File: src/ssr_pkg.sv
// ============================================================
// shared constants for the strap and reset configuration block
// ============================================================
package ssr_pkg;

    // ============================================================
    // register byte offsets
    // ============================================================
    localparam logic [7:0] ADDR_LSTS0 = 8'h00; // upstream link status
    localparam logic [7:0] ADDR_LSTS1 = 8'h04; // downstream port 1 link status
    localparam logic [7:0] ADDR_LSTS2 = 8'h08; // downstream port 2 link status
    localparam logic [7:0] ADDR_LSTS3 = 8'h0c; // downstream port 3 link status
    localparam logic [7:0] ADDR_STRAP = 8'h10; // captured strap status

    // register index codes
    localparam logic [2:0] IDX_STRAP = 3'h4; // strap status index
    localparam logic [2:0] IDX_NONE = 3'h7; // unmapped address

    // ============================================================
    // link status register fields
    // ============================================================
    localparam int SCLK_BIT = 12; // slot clock configuration bit
    localparam int WIDTH_LSB = 4; // link width field low bit
    localparam int WIDTH_W = 6; // link width field width
    localparam logic [5:0] WIDTH_X0 = 6'h00; // port absorbed by a merge
    localparam logic [5:0] WIDTH_X4 = 6'h04; // separate x4 port
    localparam logic [5:0] WIDTH_X8 = 6'h08; // merged x8 port
    localparam logic [3:0] SCLK_RST = 4'h0; // slot clock bits in reset

    // ============================================================
    // strap status register fields
    // ============================================================
    localparam int ST_MODE_LSB = 0; // captured mode code, 3 bits
    localparam int ST_EEPROM = 3; // eeprom initialisation mode
    localparam int ST_RSVD = 4; // reserved mode code captured
    localparam int ST_MRG01 = 5; // ports 0 and 1 merged
    localparam int ST_MRG23 = 6; // ports 2 and 3 merged
    localparam int ST_CCDS = 7; // captured downstream common clock
    localparam int ST_CCUS = 8; // captured upstream common clock
    localparam int ST_VALID = 9; // straps captured since reset

    // ============================================================
    // operating mode codes
    // ============================================================
    localparam logic [2:0] MODE_NORMAL = 3'h0; // normal switch mode
    localparam logic [2:0] MODE_EEPROM = 3'h1; // normal with eeprom load
    localparam logic [2:0] MODE_RST = 3'h0; // captured mode in reset

    // ============================================================
    // synchroniser bit layout and reset value
    // ============================================================
    localparam int SY_CCDS = 0; // downstream common clock strap
    localparam int SY_CCUS = 1; // upstream common clock strap
    localparam int SY_M01N = 2; // port 0/1 merge strap, low active
    localparam int SY_M23N = 3; // port 2/3 merge strap, low active
    localparam int SY_MODE = 4; // mode strap, 3 bits
    localparam int SY_FRSTN = 7; // fundamental reset, low active
    localparam logic [7:0] SYNC_RST = 8'h0c; // merges off, reset held

    // ============================================================
    // bus responses
    // ============================================================
    localparam logic [1:0] RESP_OKAY = 2'h0; // access done
    localparam logic [1:0] RESP_SLVERR = 2'h2; // unmapped address

    // reset sequencing phases
    typedef enum logic [1:0] {
        PH_RESET = 2'b00,
        PH_CAPTURE = 2'b01,
        PH_RUN = 2'b10
    } ssr_phase_t;

endpackage

File: src/ssr_sync.sv
`timescale 1ns/1ps
// ============================================================
// two-flop synchroniser for board straps and reset pin
// ============================================================
module ssr_sync
    import ssr_pkg::*;
(
    input wire logic aclk, // system clock
    input wire logic aresetn, // synchronous reset, low active
    input wire logic [7:0] d, // raw pin levels
    output logic [7:0] q // synchronised levels
);

    logic [7:0] meta_q; // first stage, read only by second stage

    // both stages in one process
    always_ff @(posedge aclk)
    begin
        if (!aresetn)
        begin
            meta_q <= SYNC_RST;
            q <= SYNC_RST;
        end
        else
        begin
            meta_q <= d;
            q <= meta_q;
        end
    end

endmodule

File: src/ssr_strap_reset_config.sv
`timescale 1ns/1ps
// Contract
// [RULE1] downstream common clock strap seeds downstream slot clock
// [RULE2] upstream common clock strap seeds upstream slot clock
// [RULE3] software writes override downstream slot clock bits
// [RULE4] software write overrides upstream slot clock bit
// [RULE5] low merge strap joins ports 0,1 x8
// [RULE6] low merge strap joins ports 2,3 x8
// [RULE7] fundamental reset clears logic, resets links
// [RULE8] mode 0 normal, 1 eeprom, rest reserved
// [RULE9] board keeps mode straps steady after reset
// [RULE10] straps captured at reset release, then held
module ssr_strap_reset_config
    import ssr_pkg::*;
(
    input wire logic aclk, // 40 mhz system clock
    input wire logic aresetn, // synchronous reset, low active
    input wire logic fundamental_reset_n, // board fundamental reset pin
    input wire logic common_clock_downstream, // downstream common clock strap
    input wire logic common_clock_upstream, // upstream common clock strap
    input wire logic merge_ports_zero_one_n, // port 0/1 merge strap
    input wire logic merge_ports_two_three_n, // port 2/3 merge strap
    input wire logic [2:0] switch_operating_select, // mode strap
    input wire logic [7:0] s_axi_awaddr, // write address
    input wire logic s_axi_awvalid, // write address valid
    output logic s_axi_awready, // write address ready
    input wire logic [31:0] s_axi_wdata, // write data
    input wire logic [3:0] s_axi_wstrb, // write byte enables
    input wire logic s_axi_wvalid, // write data valid
    output logic s_axi_wready, // write data ready
    output logic [1:0] s_axi_bresp, // write response
    output logic s_axi_bvalid, // write response valid
    input wire logic s_axi_bready, // write response ready
    input wire logic [7:0] s_axi_araddr, // read address
    input wire logic s_axi_arvalid, // read address valid
    output logic s_axi_arready, // read address ready
    output logic [31:0] s_axi_rdata, // read data
    output logic [1:0] s_axi_rresp, // read response
    output logic s_axi_rvalid, // read valid
    input wire logic s_axi_rready, // read ready
    output logic link_fund_reset, // serial links held in reset
    output logic straps_valid, // straps captured and in force
    output logic port0_width_x8, // port 0 takes port 1 lanes as 4..7
    output logic port1_enable, // port 1 runs as its own x4
    output logic port2_width_x8, // port 2 takes port 3 lanes as 4..7
    output logic port3_enable, // port 3 runs as its own x4
    output logic normal_mode, // normal switch mode selected
    output logic eeprom_init_req, // load configuration from eeprom
    output logic mode_reserved // reserved mode code on straps
);

    // ============================================================
    // helper functions
    // ============================================================
    // byte address to register index
    function automatic logic [2:0] reg_index(input logic [7:0] a);
        logic [2:0] r;
        r = IDX_NONE;
        case (a)
            ADDR_LSTS0: r = 3'h0;
            ADDR_LSTS1: r = 3'h1;
            ADDR_LSTS2: r = 3'h2;
            ADDR_LSTS3: r = 3'h3;
            ADDR_STRAP: r = IDX_STRAP;
            default: r = IDX_NONE;
        endcase
        return r;
    endfunction

    // mode code is eeprom initialisation
    function automatic logic mode_is_eeprom(input logic [2:0] m);
        return m == MODE_EEPROM;
    endfunction

    // mode code is one of the reserved ones
    function automatic logic mode_is_rsvd(input logic [2:0] m);
        return (m != MODE_NORMAL) && (m != MODE_EEPROM);
    endfunction

    // ============================================================
    // pin synchronisation
    // ============================================================
    logic [7:0] pins_raw; // raw board pins
    logic [7:0] pins_s; // pins after two flops
    logic frst_s; // synced fundamental reset, low active
    logic int_rst; // internal logic reset
    logic [2:0] mode_s; // synced mode strap

    assign pins_raw = {fundamental_reset_n, switch_operating_select,
                       merge_ports_two_three_n, merge_ports_zero_one_n,
                       common_clock_upstream, common_clock_downstream};

    ssr_sync u_sync (
        .aclk(aclk),
        .aresetn(aresetn),
        .d(pins_raw),
        .q(pins_s)
    );

    assign frst_s = pins_s[SY_FRSTN];
    assign mode_s = pins_s[SY_MODE +: 3];
    assign int_rst = !aresetn || !frst_s; // [RULE7]

    // ============================================================
    // reset phase sequencer
    // ============================================================
    ssr_phase_t phase_q; // current phase
    logic capture; // one-cycle strap capture strobe

    // reset, capture one cycle after release, then run
    always_ff @(posedge aclk)
    begin
        if (int_rst)
        begin
            phase_q <= PH_RESET; // [RULE7]
        end
        else
        begin
            case (phase_q)
                PH_RESET: phase_q <= PH_CAPTURE;
                PH_CAPTURE: phase_q <= PH_RUN;
                PH_RUN: phase_q <= PH_RUN;
                default: phase_q <= PH_RESET;
            endcase
        end
    end

    assign capture = (phase_q == PH_CAPTURE);

    // links stay in fundamental reset until straps are in force
    always_ff @(posedge aclk)
    begin
        if (int_rst)
        begin
            link_fund_reset <= 1'b1; // [RULE7]
        end
        else if (capture)
        begin
            link_fund_reset <= 1'b0;
        end
    end

    // ============================================================
    // captured straps
    // ============================================================
    logic merge01_q; // ports 0/1 merged
    logic merge23_q; // ports 2/3 merged
    logic [2:0] mode_q; // captured mode code
    logic ccds_q; // captured downstream common clock
    logic ccus_q; // captured upstream common clock

    // capture once per release; later strap motion is ignored
    always_ff @(posedge aclk)
    begin
        if (int_rst)
        begin
            straps_valid <= 1'b0;
            merge01_q <= 1'b0;
            merge23_q <= 1'b0;
            mode_q <= MODE_RST;
            ccds_q <= 1'b0;
            ccus_q <= 1'b0;
            normal_mode <= 1'b0;
            eeprom_init_req <= 1'b0;
            mode_reserved <= 1'b0;
        end
        else if (capture)
        begin
            // mode pins are assumed steady from here on [RULE9]
            straps_valid <= 1'b1; // [RULE10]
            merge01_q <= !pins_s[SY_M01N]; // [RULE5]
            merge23_q <= !pins_s[SY_M23N]; // [RULE6]
            mode_q <= mode_s; // [RULE10]
            ccds_q <= pins_s[SY_CCDS];
            ccus_q <= pins_s[SY_CCUS];
            normal_mode <= !mode_is_rsvd(mode_s); // [RULE8]
            eeprom_init_req <= mode_is_eeprom(mode_s); // [RULE8]
            mode_reserved <= mode_is_rsvd(mode_s); // [RULE8]
        end
    end

    // lane ownership follows the merge straps
    assign port0_width_x8 = merge01_q; // [RULE5]
    assign port1_enable = straps_valid && !merge01_q; // [RULE5]
    assign port2_width_x8 = merge23_q; // [RULE6]
    assign port3_enable = straps_valid && !merge23_q; // [RULE6]

    // ============================================================
    // bus write path
    // ============================================================
    logic aw_full_q; // write address held
    logic [7:0] aw_addr_q; // held write address
    logic w_full_q; // write data held
    logic [31:0] w_data_q; // held write data
    logic [3:0] w_strb_q; // held byte enables
    logic wr_do; // both halves present, perform write
    logic [2:0] wr_idx; // decoded write index

    assign s_axi_awready = !aw_full_q && !s_axi_bvalid;
    assign s_axi_wready = !w_full_q && !s_axi_bvalid;
    assign wr_do = aw_full_q && w_full_q && !s_axi_bvalid;
    assign wr_idx = reg_index(aw_addr_q);

    // address and data taken in either order
    always_ff @(posedge aclk)
    begin
        if (!aresetn)
        begin
            aw_full_q <= 1'b0;
            aw_addr_q <= 8'h00;
            w_full_q <= 1'b0;
            w_data_q <= 32'h0000_0000;
            w_strb_q <= 4'h0;
        end
        else
        begin
            if (s_axi_awvalid && s_axi_awready)
            begin
                aw_full_q <= 1'b1;
                aw_addr_q <= s_axi_awaddr;
            end
            else if (wr_do)
            begin
                aw_full_q <= 1'b0;
            end
            if (s_axi_wvalid && s_axi_wready)
            begin
                w_full_q <= 1'b1;
                w_data_q <= s_axi_wdata;
                w_strb_q <= s_axi_wstrb;
            end
            else if (wr_do)
            begin
                w_full_q <= 1'b0;
            end
        end
    end

    // write response one cycle after both halves are held
    always_ff @(posedge aclk)
    begin
        if (!aresetn)
        begin
            s_axi_bvalid <= 1'b0;
            s_axi_bresp <= RESP_OKAY;
        end
        else if (wr_do)
        begin
            s_axi_bvalid <= 1'b1;
            s_axi_bresp <= (wr_idx == IDX_NONE) ? RESP_SLVERR : RESP_OKAY;
        end
        else if (s_axi_bready)
        begin
            s_axi_bvalid <= 1'b0;
        end
    end

    // ============================================================
    // slot clock configuration bits
    // ============================================================
    logic [3:0] sclk_q; // per-port slot clock bit, index 0 upstream

    // strap seeds at capture, software replaces afterwards
    always_ff @(posedge aclk)
    begin
        if (int_rst)
        begin
            sclk_q <= SCLK_RST;
        end
        else if (capture)
        begin
            sclk_q[3:1] <= {3{pins_s[SY_CCDS]}}; // [RULE1]
            sclk_q[0] <= pins_s[SY_CCUS]; // [RULE2]
        end
        else if (wr_do && (wr_idx < IDX_STRAP) && w_strb_q[SCLK_BIT / 8])
        begin
            sclk_q[wr_idx[1:0]] <= w_data_q[SCLK_BIT]; // [RULE3] [RULE4]
        end
    end

    // ============================================================
    // bus read path
    // ============================================================
    // read word for a register index
    function automatic logic [31:0] rd_word(input logic [2:0] idx);
        logic [31:0] w;
        logic [5:0] wd;
        w = 32'h0000_0000;
        wd = WIDTH_X0;
        case (idx)
            3'h0: wd = merge01_q ? WIDTH_X8 : WIDTH_X4;
            3'h1: wd = merge01_q ? WIDTH_X0 : WIDTH_X4;
            3'h2: wd = merge23_q ? WIDTH_X8 : WIDTH_X4;
            3'h3: wd = merge23_q ? WIDTH_X0 : WIDTH_X4;
            default: wd = WIDTH_X0;
        endcase
        if (idx < IDX_STRAP)
        begin
            w[SCLK_BIT] = sclk_q[idx[1:0]];
            w[WIDTH_LSB +: WIDTH_W] = straps_valid ? wd : WIDTH_X0;
        end
        else if (idx == IDX_STRAP)
        begin
            w[ST_MODE_LSB +: 3] = mode_q;
            w[ST_EEPROM] = eeprom_init_req;
            w[ST_RSVD] = mode_reserved;
            w[ST_MRG01] = merge01_q;
            w[ST_MRG23] = merge23_q;
            w[ST_CCDS] = ccds_q;
            w[ST_CCUS] = ccus_q;
            w[ST_VALID] = straps_valid;
        end
        return w;
    endfunction

    assign s_axi_arready = !s_axi_rvalid;

    // read data registered one cycle after the address
    always_ff @(posedge aclk)
    begin
        if (!aresetn)
        begin
            s_axi_rvalid <= 1'b0;
            s_axi_rdata <= 32'h0000_0000;
            s_axi_rresp <= RESP_OKAY;
        end
        else if (s_axi_arvalid && s_axi_arready)
        begin
            s_axi_rvalid <= 1'b1;
            s_axi_rdata <= rd_word(reg_index(s_axi_araddr));
            s_axi_rresp <= (reg_index(s_axi_araddr) == IDX_NONE) ? RESP_SLVERR : RESP_OKAY;
        end
        else if (s_axi_rready)
        begin
            s_axi_rvalid <= 1'b0;
        end
    end

    // ============================================================
    // assertions
    // ============================================================
    a_ds_sclk_seed: assert property (@(posedge aclk) disable iff (!aresetn) // [RULE1]
        (capture && !int_rst) |=> (sclk_q[3:1] == {3{$past(pins_s[SY_CCDS])}}))
        else $error("downstream slot clock not seeded from strap");

    a_us_sclk_seed: assert property (@(posedge aclk) disable iff (!aresetn) // [RULE2]
        (capture && !int_rst) |=> (sclk_q[0] == $past(pins_s[SY_CCUS])))
        else $error("upstream slot clock not seeded from strap");

    a_ds_sclk_write: assert property (@(posedge aclk) disable iff (!aresetn) // [RULE3]
        (wr_do && !int_rst && !capture && wr_idx == 3'h2 && w_strb_q[1])
        ##1 frst_s |-> (sclk_q[2] == $past(w_data_q[SCLK_BIT])))
        else $error("downstream slot clock write lost");

    a_us_sclk_write: assert property (@(posedge aclk) disable iff (!aresetn) // [RULE4]
        (wr_do && !int_rst && !capture && wr_idx == 3'h0 && w_strb_q[1])
        ##1 frst_s |-> (sclk_q[0] == $past(w_data_q[SCLK_BIT])))
        else $error("upstream slot clock write lost");

    a_merge01_lanes: assert property (@(posedge aclk) disable iff (!aresetn) // [RULE5]
        (capture && !int_rst) |=> (port0_width_x8 == !$past(pins_s[SY_M01N]))
        && (port1_enable == $past(pins_s[SY_M01N])))
        else $error("port 0/1 merge does not follow strap");

    a_merge23_lanes: assert property (@(posedge aclk) disable iff (!aresetn) // [RULE6]
        (capture && !int_rst) |=> (port2_width_x8 == !$past(pins_s[SY_M23N]))
        && (port3_enable == $past(pins_s[SY_M23N])))
        else $error("port 2/3 merge does not follow strap");

    a_fund_rst_clear: assert property (@(posedge aclk) disable iff (!aresetn) // [RULE7]
        !frst_s |=> link_fund_reset && !straps_valid && (sclk_q == SCLK_RST)
        ##1 link_fund_reset)
        else $error("fundamental reset did not clear logic");

    a_mode_decode: assert property (@(posedge aclk) disable iff (!aresetn) // [RULE8]
        (capture && !int_rst) |=> (eeprom_init_req == ($past(mode_s) == MODE_EEPROM))
        && (mode_reserved == ($past(mode_s) > MODE_EEPROM))
        && (normal_mode == ($past(mode_s) <= MODE_EEPROM)))
        else $error("mode strap decoded wrongly");

    a_strap_hold: assert property (@(posedge aclk) disable iff (!aresetn) // [RULE10]
        (straps_valid && frst_s) |=> !frst_s || ($stable(mode_q) && $stable(merge01_q)
        && $stable(merge23_q) && straps_valid))
        else $error("captured straps changed without reset");

endmodule

File: config.mk
export PLATFORM = sky130hd
export DESIGN_NAME = ssr_strap_reset_config
export DESIGN_NICKNAME = d
export VERILOG_FILES = /design/src/ssr_pkg.sv /design/src/ssr_sync.sv /design/src/ssr_strap_reset_config.sv
export SDC_FILE = /design/constraint.sdc
export NUM_CORES = 1
export LEC_CHECK = 0
export ABC_AREA = 1
export BUFFER_PORTS_ARGS = -buffer_cell sky130_fd_sc_hd__buf_2
export CAP_MARGIN = 20
export CORE_UTILIZATION = 35
export DETAILED_ROUTE_END_ITERATION = 7
export PLACE_DENSITY_LB_ADDON = 0.12
export SLEW_MARGIN = 0
export SYNTH_ARGS = -nofsm -noshare
export SYNTH_HDL_FRONTEND = slang
export SYNTH_SLANG_ARGS = --single-unit
export TNS_END_PERCENT = 50
File: constraint.sdc
create_clock -name aclk -period 2.3 [get_ports aclk]
set_input_delay 0.23 -clock aclk [delete_from_list [all_inputs] [get_ports aclk]]
set_output_delay 0.23 -clock aclk [all_outputs]
set_load 0.005 [all_outputs]
---- Word-level counts from Yosys, hierarchy flattened ----
Cells that the tools add are included.
W data, S select, Z words.
word-level totals
  bits in registers ....................... 76
  bits of input ports ..................... 67
  output and inout bits ................... 50
  logic and storage cells ................. 114
operators by class
  $lt $le $gt $ge ......................... 5
  equality and inequality tests ........... 18
  multiplexer cells ....................... 31
  reductions and logical operators ........ 36
operators with widths
  kind                  number
  $eq A8 B4 Y1 const B  4
  $pmux W3 S5           2
  $mux W4               5
  $eq A8 B3 Y1 const B  2
  $eq A8 B5 Y1 const B  2
  $logic_not A8 Y1      2
  $pmux W4 S4           1
  $logic_and A1 B1 Y1   13
  $mux W3               4
  $mux W6               2
  $logic_not A1 Y1      11
  $mux W1               10
  $mux W10              1
  $reduce_bool A2 Y1    5
  $eq A3 B3 Y1 const B  3
  $eq A3 B1 Y1 const B  2
  $eq A3 B2 Y1 const B  2
  $lt A2 B3 Y1 const B  2
  $lt A3 B3 Y1 const B  2
  $bwmux W4             1
  $mux W2               2
  $pmux W2 S2           1
  $logic_not A3 Y1      1
  $ne A3 B1 Y1 const B  1
  9 further kinds       9

---- Logic depth before layout (Yosys ltp) ----
Gate-level depths: netlist of run 1.
  depth in word-level cells ............... 9
  gate-level depth with buffers ........... 12
  mapped depth without buffers ............ 12

---- Modules after synthesis ----
From an unflattened synthesis of run 1, not the netlist that was laid out.
unflattened totals
  cell total of the unflattened synthesis .. 356
  area, all modules ....................... 2687.6 um^2
modules (own cells, without submodules)
  module                  instances  cells each  area each (um^2)  seq. area each (um^2)
  ssr_strap_reset_config  1          306         2200.9            900.9
  ssr_sync                1          50          486.7             320.3

---- Least setup slack after synthesis of run 1 ----
No wires, ideal clock.
  path type ............................... register to register
  start ................................... reg aw_addr_q[0]
  end ..................................... reg sclk_q[3]
  arrival time ............................ 1.194 ns
  required time ........................... 2.191 ns
  path slack .............................. 0.997 ns
  stages on the path, launching flop included .. 11
  path buffers ............................ 0
  path through ............................ dfxtp_1 nor2_1 nand4_1 nor2_1 nand2_1 inv_1 nand2_1 nand2_1 nand3_1 nand2_1 inv_1
on the way
  word-level cells in the longest chain between the ends .. 9
  elaborated cells between the ends (all ways) .. 18
  those cells by class .................... order compare (3); eq/ne (4); mux (6); reduce/logical (5)
ends and longest elaborated chain
  what                                                                       line                           RTL
  start, declared                                                            ssr_strap_reset_config.sv:192  logic [7:0] aw_addr_q;
  start signal, assigned                                                     ssr_strap_reset_config.sv:220  aw_addr_q <= s_axi_awaddr;
  $eq A8 B5 Y1, or another cell as far along                                 ssr_strap_reset_config.sv:59   case (a)
  $pmux W3 S5 (*)                                                            ssr_strap_reset_config.sv:59
  $lt A2 B3 Y1 (not written as such) / $ge A2 B1 Y1 (equally long branches)  ssr_strap_reset_config.sv:277  sclk_q[wr_idx[1:0]] <= w_data_q[SCLK_BIT];
  $logic_and A1 B1 Y1 (not written as such)                                  ssr_strap_reset_config.sv:277
  $mux W1 (not written as such)                                              ssr_strap_reset_config.sv:277
  $demux W1 S2                                                               ssr_strap_reset_config.sv:277
  $bwmux W4                                                                  ssr_strap_reset_config.sv:277
  $mux W4                                                                    ssr_strap_reset_config.sv:275  else if (wr_do && (wr_idx < IDX_STRAP) && w_strb_q[SCLK_BIT / 8])
  $mux W4                                                                    ssr_strap_reset_config.sv:270  else if (capture)
  end signal, assigned                                                       ssr_strap_reset_config.sv:272  sclk_q[3:1] <= {3{pins_s[SY_CCDS]}};
  end signal, assigned by index                                              ssr_strap_reset_config.sv:277
  end, declared                                                              ssr_strap_reset_config.sv:261  logic [3:0] sclk_q;
Every way passes the cells marked *; elsewhere a longest branch is shown, timed or not. The select of a mux whose other input is x is not followed.
A chain may end at the register's enable or synchronous reset.

---- Worst setup path after layout of run 1 ----
Ends and elaborated chain as after synthesis.

==> out/metrics.yaml, run 1 <==
outcome:
  run_status: "finished, final reports clean"
critical_path:
  endpoint_kind: "register"
  cp_max_fo: 6
  path_class: "register to register"
  crit_required_ns: 2.53
  startpoint_type: "register"
  critPathArrivalTime_ns: 1.73
  reg2reg_setup_slack_ns: 0.80
cells_and_area:
  area_growth_pct: 19.7
  seqCellArea_sq_um: 1220
  nets: 482
  multi_input_area_sq_um: 1090
  layout-drive-gt1-share_pct: 20.6
  nFillCells: 770
  antenna_cells: 0
yosys:
  ys_warn_count: 0
  ys_types: 21
  synth_area_sq_um: 2590
  synth_common_cells: "nand2_1 (80), dfxtp_1 (61), inv_1 (40)"
  ys_seq_elements: 61
  yosysTopAreaCell: "dfxtp_1"
  async_flop_share_pct: 0
  synth_area_leaders: "dfxtp_1 (47%), nand2_1 (12%), a21oi_1 (7.2%)"
  netlist.area_leader.share_pct: 47.2
  avgSynthCellArea_sq_um: 7.42
  synth.most_common_cell: "nand2_1"
  syn_inst: 349
  synth_ff_type: "dfxtp_1"
  ys_seq_area_share_pct: 47.2
  synth_edf_count: 0
drt:
  drtPass1Iterations: 4
  via_per_inst: 4.31
  wl_per_cell_um: 10.5
  wl_mm: 5.40
  vias: 2213
  drcViolationCount: 0
  dr.first_iter.drc_count: 76
  antenna_left: 0
power_and_ir_drop:
  ir_drop_v: 0.000409
  p_leak_nw: 1.50
  pwr_density_cell_nw_per_um2: 726
timing:
  slew_headroom_pct: 56.2
  fmax_ghz: 0.667
  finalMaxSlewViolations: 0
  post-route-period-util_pct: 65.2
  tightest_slew_ns: 0.657
  rsz0062_at_grt: "false"
  finalSetupTns_ns: 0
  min_period_ns: 1.50
  setup_ws_ns: 0.800
  hold_viol: 0
  skew_ns: 0.00722
  setup_viol: 0
floorplan:
  die-area_sq_um: 7740
  placeableCoreArea_sq_um: 6980
  ios: 117
  start_util_pct: 37.1
  die_w_um: 88
  fp.dieH_um: 88
  rows: 30
clock_network:
  postCtsSetupBuffers: 0
  clock_latency_ns: 0.33
  cts_resized: 0
  numCtsBuffers: 9
  clock_path_buffers: 2
  h-tree-depth: 3
  clock-root-buffer: "clkbuf_8"
  cts_hold_buf: 0
  cts_sinks: 61
  cts_tree: "built"
  cts.clk_slew.worst_paths_ns: 0.06
global_route:
  grt_max_degree: 24
  grt_pass1_vias: 1983
  grt_antenna_before_repair: 0
  grt_pass1_wl_mm: 8.76
  gr-total-overflow: 0
  grt_usage_pct: 15.0
placed_design:
  dpl.hpwl_mm: 3.89
  io_buffers: 59
  place_congestion: 0.763
  dpl_worst_slack_ns: 0.756
hold_path:
  hp-class: "input pin to register"
flow_run:
  drv_cap: 0
logic make-up (layout without fill, tap and decap cells):
family,Yosys count,after routing,synth area share (%)
adder cells (fa/ha/maj),3,3,1.45
buffers and inverters,73,119,13.9
other,1,23,0.145
AND/OR/NAND/NOR,155,155,26.0
AO/OA/AOI/OAI,56,56,11.4
flip-flops,61,61,47.2
per-layer routing:
metal	vias to the layer above	GRT usage (%)	wire length (um)
met4	0	8.05	100
met2	48	24.1	2450
li1	1189	-	-
met1	968	18.7	2690
met3	8	3.30	173
met5	-	0	0
worst max-delay path, stage by stage, from the launching register on:
cell	delay, ns
dfxtp_1	0.31
nor2_1	0.28
nand4_1	0.20
nor2_1	0.21
nand2_1	0.07
inv_1	0.07
nand2_1	0.05
nand2_1	0.05
nand3_1	0.06
nand2_1	0.06
inv_1	0.04
report_power, final:
| group | leakage [nW] | total, W | switching [W] | internal (W) |
|---|---|---|---|---|
| clock | 0.0964 | 0.000926 | 0.000399 | 0.000527 |
| sequential | 0.499 | 0.00112 | 0.0000204 | 0.00110 |
| combinational | 0.907 | 0.000206 | 0.000132 | 0.0000741 |
state kept, by name, summed over array words and instances, names as in the netlist, 2 cells and up:
name and count:
s_axi_rdata 11, u_sync.meta_q 8, u_sync.q 8, mode_q 3, sclk_q 4, aw_addr_q 8
phase_q 2
final cells by class:
type,count,area share [%]
well taps,96,3.88
repair buffers,63,10.5
inverters,40,4.84
flip-flops and latches,61,39.4
clock inverters,4,1.53
multi-input cells,237,35.2
clock buffers,12,4.68
layout by cell type (no fill, tap or decap), drive strengths merged, types with 2 or more instances in the layout:
cell    synthesis  routed
nand2          80      80
buf            23      63
dfxtp          61      61
inv            40      40
a21oi          38      38
nand3          32      32
nor2           30      30
conb            1      23
o21ai          17      17
clkbuf         10      12
nand4           5       5
or2             4       4
ha              3       3
nor3            2       2
nor3b           2       2
clkinv          0       2
path summary, 6_finish.rpt:
check	startpoint	endpoint	cells after the start
max reg2reg	aw_addr_q[0]$_SDFFE_PN0P_	sclk_q[3]$_SDFFE_PP0P_	10
min	fundamental_reset_n	u_sync.meta_q[7]$_SDFF_PN0_	3
max	aw_addr_q[0]$_SDFFE_PN0P_	sclk_q[3]$_SDFFE_PP0P_	10
min reg2reg	u_sync.meta_q[4]$_SDFF_PN0_	u_sync.q[4]$_SDFF_PN0_	2
per-stage QoR:
stage	area [sq um]	power [W]	util (%)	std cells	hold WS (ns)
final	3100	0.00225	44.4	513	0.0783
after global routing	3100	0.00237	44.4	513	0.0761
after CTS	3100	0.00228	44.4	513	0.0678
after detailed placement	2910	0.00135	41.6	497	0.397
after global placement	2910	0.00135	41.6	497	0.394
after floorplan	2670	0.00130	-	371	0.328
(Power assumes the default switching activity.)
==> run 2, diff against run 1 <==
==> constraint.sdc (replaced) <==
create_clock -name aclk -period 1.48 [get_ports aclk]
set_input_delay 0.148 -clock aclk [delete_from_list [all_inputs] [get_ports aclk]]
set_output_delay 0.148 -clock aclk [all_outputs]
set_load 0.005 [all_outputs]
==> out/metrics.yaml, run 2 (synthesis results as in run 1) <==
placed_design:
  dpl_worst_slack_ns: 0.0809  # -0.675 ns
  io_buffers: 59  # unchanged
  place_congestion: 0.777  # +1.9%
  dpl.hpwl_mm: 3.99  # +2.6%
cells_and_area:
  nets: 499  # +3.5%
  layout-drive-gt1-share_pct: 22.8  # +2.2 points
  regMostFlops: "s_axi_rdata"
  layout_common_cells: "nand2_1 (80), dfxtp_1 (61), buf_2 (59)"
  area_growth_pct: 25.8
  largest_register_ffs: 11  # unchanged
  antenna_cells: 0  # unchanged
  final_common_cell: "nand2_1"
critical_path:
  critPathMaxStageDelay_ns: 0.33  # +0.02 ns
  endpoint_kind: "register"
  startpoint_type: "register"
  critPathArrivalTime_ns: 1.64  # -0.09 ns
  crit_required_ns: 1.74  # -0.79 ns
  cp_max_fo: 11  # +5
  path_cells: "inv_1 > ha_1 > inv_1 > o21ai_0 > nand2_1 > nand2_1 > a21oi_1"
  path_class: "register to register"
  crit_slowest_cell: "dfxtp_1"
timing:
  fmax_ghz: 0.729  # +9.3%
  setup_ws_ns: 0.108  # -0.692 ns
  setup_viol: 0  # unchanged
  rsz0062_at_grt: "true"
  post-route-period-util_pct: 92.7  # +27 points
  tightest_slew_ns: 0.507  # -0.150 ns
  hold_viol: 0  # unchanged
  hold_slack_ns: 0.0730  # -0.00524 ns
  slew_headroom_pct: 66.2  # +10 points
  skew_ns: 0.00964  # +0.00243 ns
  min_period_ns: 1.37  # -0.128 ns
  finalSetupTns_ns: 0  # unchanged
  finalMaxSlewViolations: 0  # unchanged
floorplan:
  rows: 30  # unchanged
  fp.dieH_um: 88  # unchanged
  ios: 117  # unchanged
  start_util_pct: 37.1  # unchanged
  die-area_sq_um: 7740  # unchanged
  placeableCoreArea_sq_um: 6980  # unchanged
  die_w_um: 88  # unchanged
global_route:
  grt_pass1_wl_mm: 8.85  # +1.1%
  grt_max_degree: 17  # -29%
  grt_usage_pct: 15.0  # +0.052 points
  gr-total-overflow: 0  # unchanged
  grt_pass1_vias: 2073  # +4.5%
  grt_antenna_before_repair: 0  # unchanged
power_and_ir_drop:
  ir_drop_v: 0.000606  # +48%
  pwr_density_cell_nw_per_um2: 1080  # +49%
  p_leak_nw: 1.58  # +5.0%
  report.power.total_w: 0.00352  # +56%
drt:
  via_per_inst: 4.35  # +0.73%
  antenna_left: 0  # unchanged
  wl_per_cell_um: 10.3  # -2.3%
  drtPass1Iterations: 4  # unchanged
  vias: 2303  # +4.1%
  wl_mm: 5.46  # +0.98%
  dr.first_iter.drc_count: 95  # +25%
  drcViolationCount: 0  # unchanged
clock_network:
  clock_path_buffers: 2  # unchanged
  clock_latency_ns: 0.33  # about the same
  h-tree-depth: 3  # unchanged
  cts.clk_slew.worst_paths_ns: 0.07  # about the same
  cts_sinks: 61  # unchanged
  cts_tree: "built"
  numCtsBuffers: 9  # unchanged
  clock-root-buffer: "clkbuf_8"
  postCtsSetupBuffers: 0  # unchanged
flow_run:
  drv_cap: 0  # unchanged
hold_path:
  hp-class: "input pin to register"
outcome:
  run_status: "finished, final reports clean"
==> run 2: cell types whose count changed in the layout (fill, tap and decap cells not counted), moves of 2 or more <==
cell           change
nor2_2             +2
nor2_1             -2
dlygate4sd3_1      +8
buf_4              +9
==> run 2: per-layer routing <==
metal  wire [um]  global-route usage, %
met5           0                      0
met4         108                   8.35
met3         220                   3.49
met2        2500                   24.3
met1        2630                   18.4
==> run 2: worst max-delay path, delay by kind of cell, from the launching register on <==
kind	cells	cell delay [ns]
buffers and inverters	2	0.33
adder cells (fa/ha/maj)	1	0.18
flip-flops	1	0.33
AND/OR/NAND/NOR	2	0.15
AO/OA/AOI/OAI	2	0.31
==> run 2: through the flow <==
stage / cells / instance area, sq um / util, %
after floorplan: 371 / 2670 / -
after global placement: 506 / 2970 / 42.6
after detailed placement: 506 / 2970 / 42.6
after CTS: 530 / 3250 / 46.5
after global routing: 530 / 3260 / 46.6
final: 530 / 3260 / 46.6
==> run 2: timing repair <==
item	in CTS	in global routing
gates resized for setup	0	4
hold buffers	8	0
endpoints found under the setup margin	0	5
endpoints found under the hold margin	8	0
==> run 2: cell type report <==
| class | count | area [sq um] |
|---|---|---|
| clock buffer | 10 | 128 |
| clock inverter | 6 | 63.8 |
| fill | 735 | 3730 |
| inverter | 40 | 150 |
| multi-input combinational | 237 | 1100 |
| sequential | 61 | 1220 |
| tap | 96 | 120 |
| timing repair buffer | 80 | 473 |
==> run 2: worst paths after layout <==
check                                      to                    from  slack [ns]  cells after the start
setup / recovery       sclk_q[2]$_SDFFE_PP0P_   phase_q[1]$_SDFF_PP0_        0.11                      7
hold reg to reg   port0_width_x8$_SDFFE_PP0P_  u_sync.q[2]$_SDFF_PN1_        0.41                      1
setup reg to reg       sclk_q[2]$_SDFFE_PP0P_   phase_q[1]$_SDFF_PP0_        0.11                      7
hold / removal      aw_addr_q[6]$_SDFFE_PN0P_         s_axi_awaddr[6]        0.07                      3
==> run 2: where the power goes <==
group / internal, W / switching, W / total [W] / leakage, nW
registers: 0.00170 / 0.0000344 / 0.00174 / 0.499
clock network: 0.000774 / 0.000643 / 0.00142 / 0.0923
logic: 0.000149 / 0.000211 / 0.000360 / 0.986
==> run 3, diff against run 2 <==
==> constraint.sdc (replaced) <==
create_clock -name aclk -period 1.6 [get_ports aclk]
set_input_delay 0.16 -clock aclk [delete_from_list [all_inputs] [get_ports aclk]]
set_output_delay 0.16 -clock aclk [all_outputs]
set_load 0.005 [all_outputs]
==> out/metrics.yaml, run 3 (synthesis results as in run 1) <==
outcome:
  run_status: "finished, final reports clean"
drt:
  dr.first_iter.drc_count: 41  # -57%
  drcViolationCount: 0  # unchanged
  vias: 2278  # -1.1%
  wl_per_cell_um: 10.6  # +2.6%
  via_per_inst: 4.35  # about the same
  drtPass1Iterations: 4  # unchanged
  wl_mm: 5.53  # +1.4%
  antenna_left: 0  # unchanged
global_route:
  grt_antenna_before_repair: 0  # unchanged
  grt_usage_pct: 15.7  # +0.69 points
  gr-total-overflow: 0  # unchanged
  grt_pass1_vias: 2065  # -0.39%
  grt_pass1_wl_mm: 9.11  # +2.9%
  grt_max_degree: 21  # +4
cells_and_area:
  seqCellArea_sq_um: 1220  # unchanged
  nets: 493  # -1.2%
  layout-drive-gt1-share_pct: 21.3  # -1.5 points
  regMostFlops: "s_axi_rdata"
  nFillCells: 755  # +2.7%
  largest_register_ffs: 11  # unchanged
  final_common_cell: "nand2_1"
  antenna_cells: 0  # unchanged
  multi_input_area_sq_um: 1090  # -0.45%
  layout_common_cells: "nand2_1 (80), dfxtp_1 (61), buf_2 (59)"
  area_growth_pct: 23.8
  utilization_pct: 45.9  # -0.73 points
critical_path:
  endpoint_kind: "register"
  startpoint_type: "register"
  crit_required_ns: 1.87  # +0.13 ns
  path_class: "register to register"
  cp_max_fo: 12  # +1
  critPathArrivalTime_ns: 1.71  # +0.07 ns
clock_network:
  postCtsSetupBuffers: 0  # unchanged
  clock-root-buffer: "clkbuf_8"
  clock_latency_ns: 0.33  # about the same
  cts_tree: "built"
  cts.clk_slew.worst_paths_ns: 0.06  # about the same
  numCtsBuffers: 9  # unchanged
  clock_path_buffers: 2  # unchanged
  cts_sinks: 61  # unchanged
  h-tree-depth: 3  # unchanged
power_and_ir_drop:
  ir_drop_v: 0.000671  # +11%
  p_leak_nw: 1.55  # -1.5%
  pwr_density_cell_nw_per_um2: 1010  # -6.1%
timing:
  skew_ns: 0.00484  # -0.00481 ns
  post-route-period-util_pct: 90.1  # -2.6 points
  finalMaxSlewViolations: 0  # unchanged
  rsz0062_at_grt: "false"
  slew_headroom_pct: 55.5  # -11 points
  hold_viol: 0  # unchanged
  setup_viol: 0  # unchanged
  finalSetupTns_ns: 0  # unchanged
  min_period_ns: 1.44  # +0.0691 ns
  fmax_ghz: 0.694  # -4.8%
  tightest_slew_ns: 0.667  # +0.160 ns
placed_design:
  place_congestion: 0.769  # -1.0%
  dpl.hpwl_mm: 3.94  # -1.5%
  io_buffers: 59  # unchanged
floorplan:
  die_w_um: 88  # unchanged
  rows: 30  # unchanged
  ios: 117  # unchanged
  placeableCoreArea_sq_um: 6980  # unchanged
  fp.dieH_um: 88  # unchanged
  start_util_pct: 37.1  # unchanged
  die-area_sq_um: 7740  # unchanged
hold_path:
  hp-class: "input pin to register"
flow_run:
  drv_cap: 0  # unchanged
==> run 3: changes by cell type in the layout (fill, tap and decap cells not counted), sizes merged <==
cell,before,now
clkbuf,10,12
clkinv,3,2
buf,72,67
dlygate4sd3,8,7
clkinvlp,2,1
==> run 3: area by class of cell <==
type / instances / area share [%]
flip-flops and latches: 61 / 38.1
multi-input cells: 237 / 34.2
repair buffers: 74 / 13.3
inverters: 40 / 4.69
clock buffers: 12 / 4.53
well taps: 96 / 3.75
clock inverters: 4 / 1.48
==> run 3: routing by layer <==
metal	routed length, um	share of wire [%]	GRT usage, %	up-vias
met3	324	5.9	5.09	9
met2	2560	46	26.1	67
met4	89	1.6	7.90	0
met5	0	0	0	-
li1	-	-	-	1212
met1	2560	46	18.2	990
==> run 3: where the power goes <==
part	internal (W)	switching [W]
clock	0.000757	0.000563
combinational	0.000128	0.000195
sequential	0.00158	0.0000306
==> run 3: critical path, cell delays in order (launching register included) <==
cell     delay (ns)
dfxtp_1        0.33
inv_1          0.06
ha_1           0.18
inv_1          0.33
o21ai_0        0.20
nand2_1        0.10
nand2_1        0.05
a21oi_1        0.12
==> run 3: timing repair <==
action	4_1_cts	5_1_grt
hold endpoints to repair	7	0
hold buffers	7	0
gates resized for setup	0	1
endpoints found under the setup margin	0	1
==> run 3: path summary, 6_finish.rpt <==
kind	start	to	slack (ns)	depth (start not counted)
setup / recovery	phase_q[1]$_SDFF_PP0_	sclk_q[2]$_SDFFE_PP0P_	0.16	7
hold / removal	merge_ports_zero_one_n	u_sync.meta_q[2]$_SDFF_PN1_	0.02	2
setup reg to reg	phase_q[1]$_SDFF_PP0_	sclk_q[2]$_SDFFE_PP0P_	0.16	7
hold reg to reg	u_sync.q[2]$_SDFF_PN1_	port0_width_x8$_SDFFE_PP0P_	0.41	1
==> run 3: metrics by stage <==
step | instances | cell area, sq um | hold WS (ns) | worst slack, ns | total power (W)
after floorplan | 371 | 2670 | 0.258 | 0.297 | 0.00187
after global routing | 524 | 3200 | 0.00480 | 0.0459 | 0.00342
final | 524 | 3200 | 0.0179 | 0.159 | 0.00325
after global placement | 501 | 2940 | 0.340 | 0.0973 | 0.00195
after detailed placement | 501 | 2940 | 0.344 | 0.0978 | 0.00195
after CTS | 524 | 3200 | 0.00418 | 0.168 | 0.00330
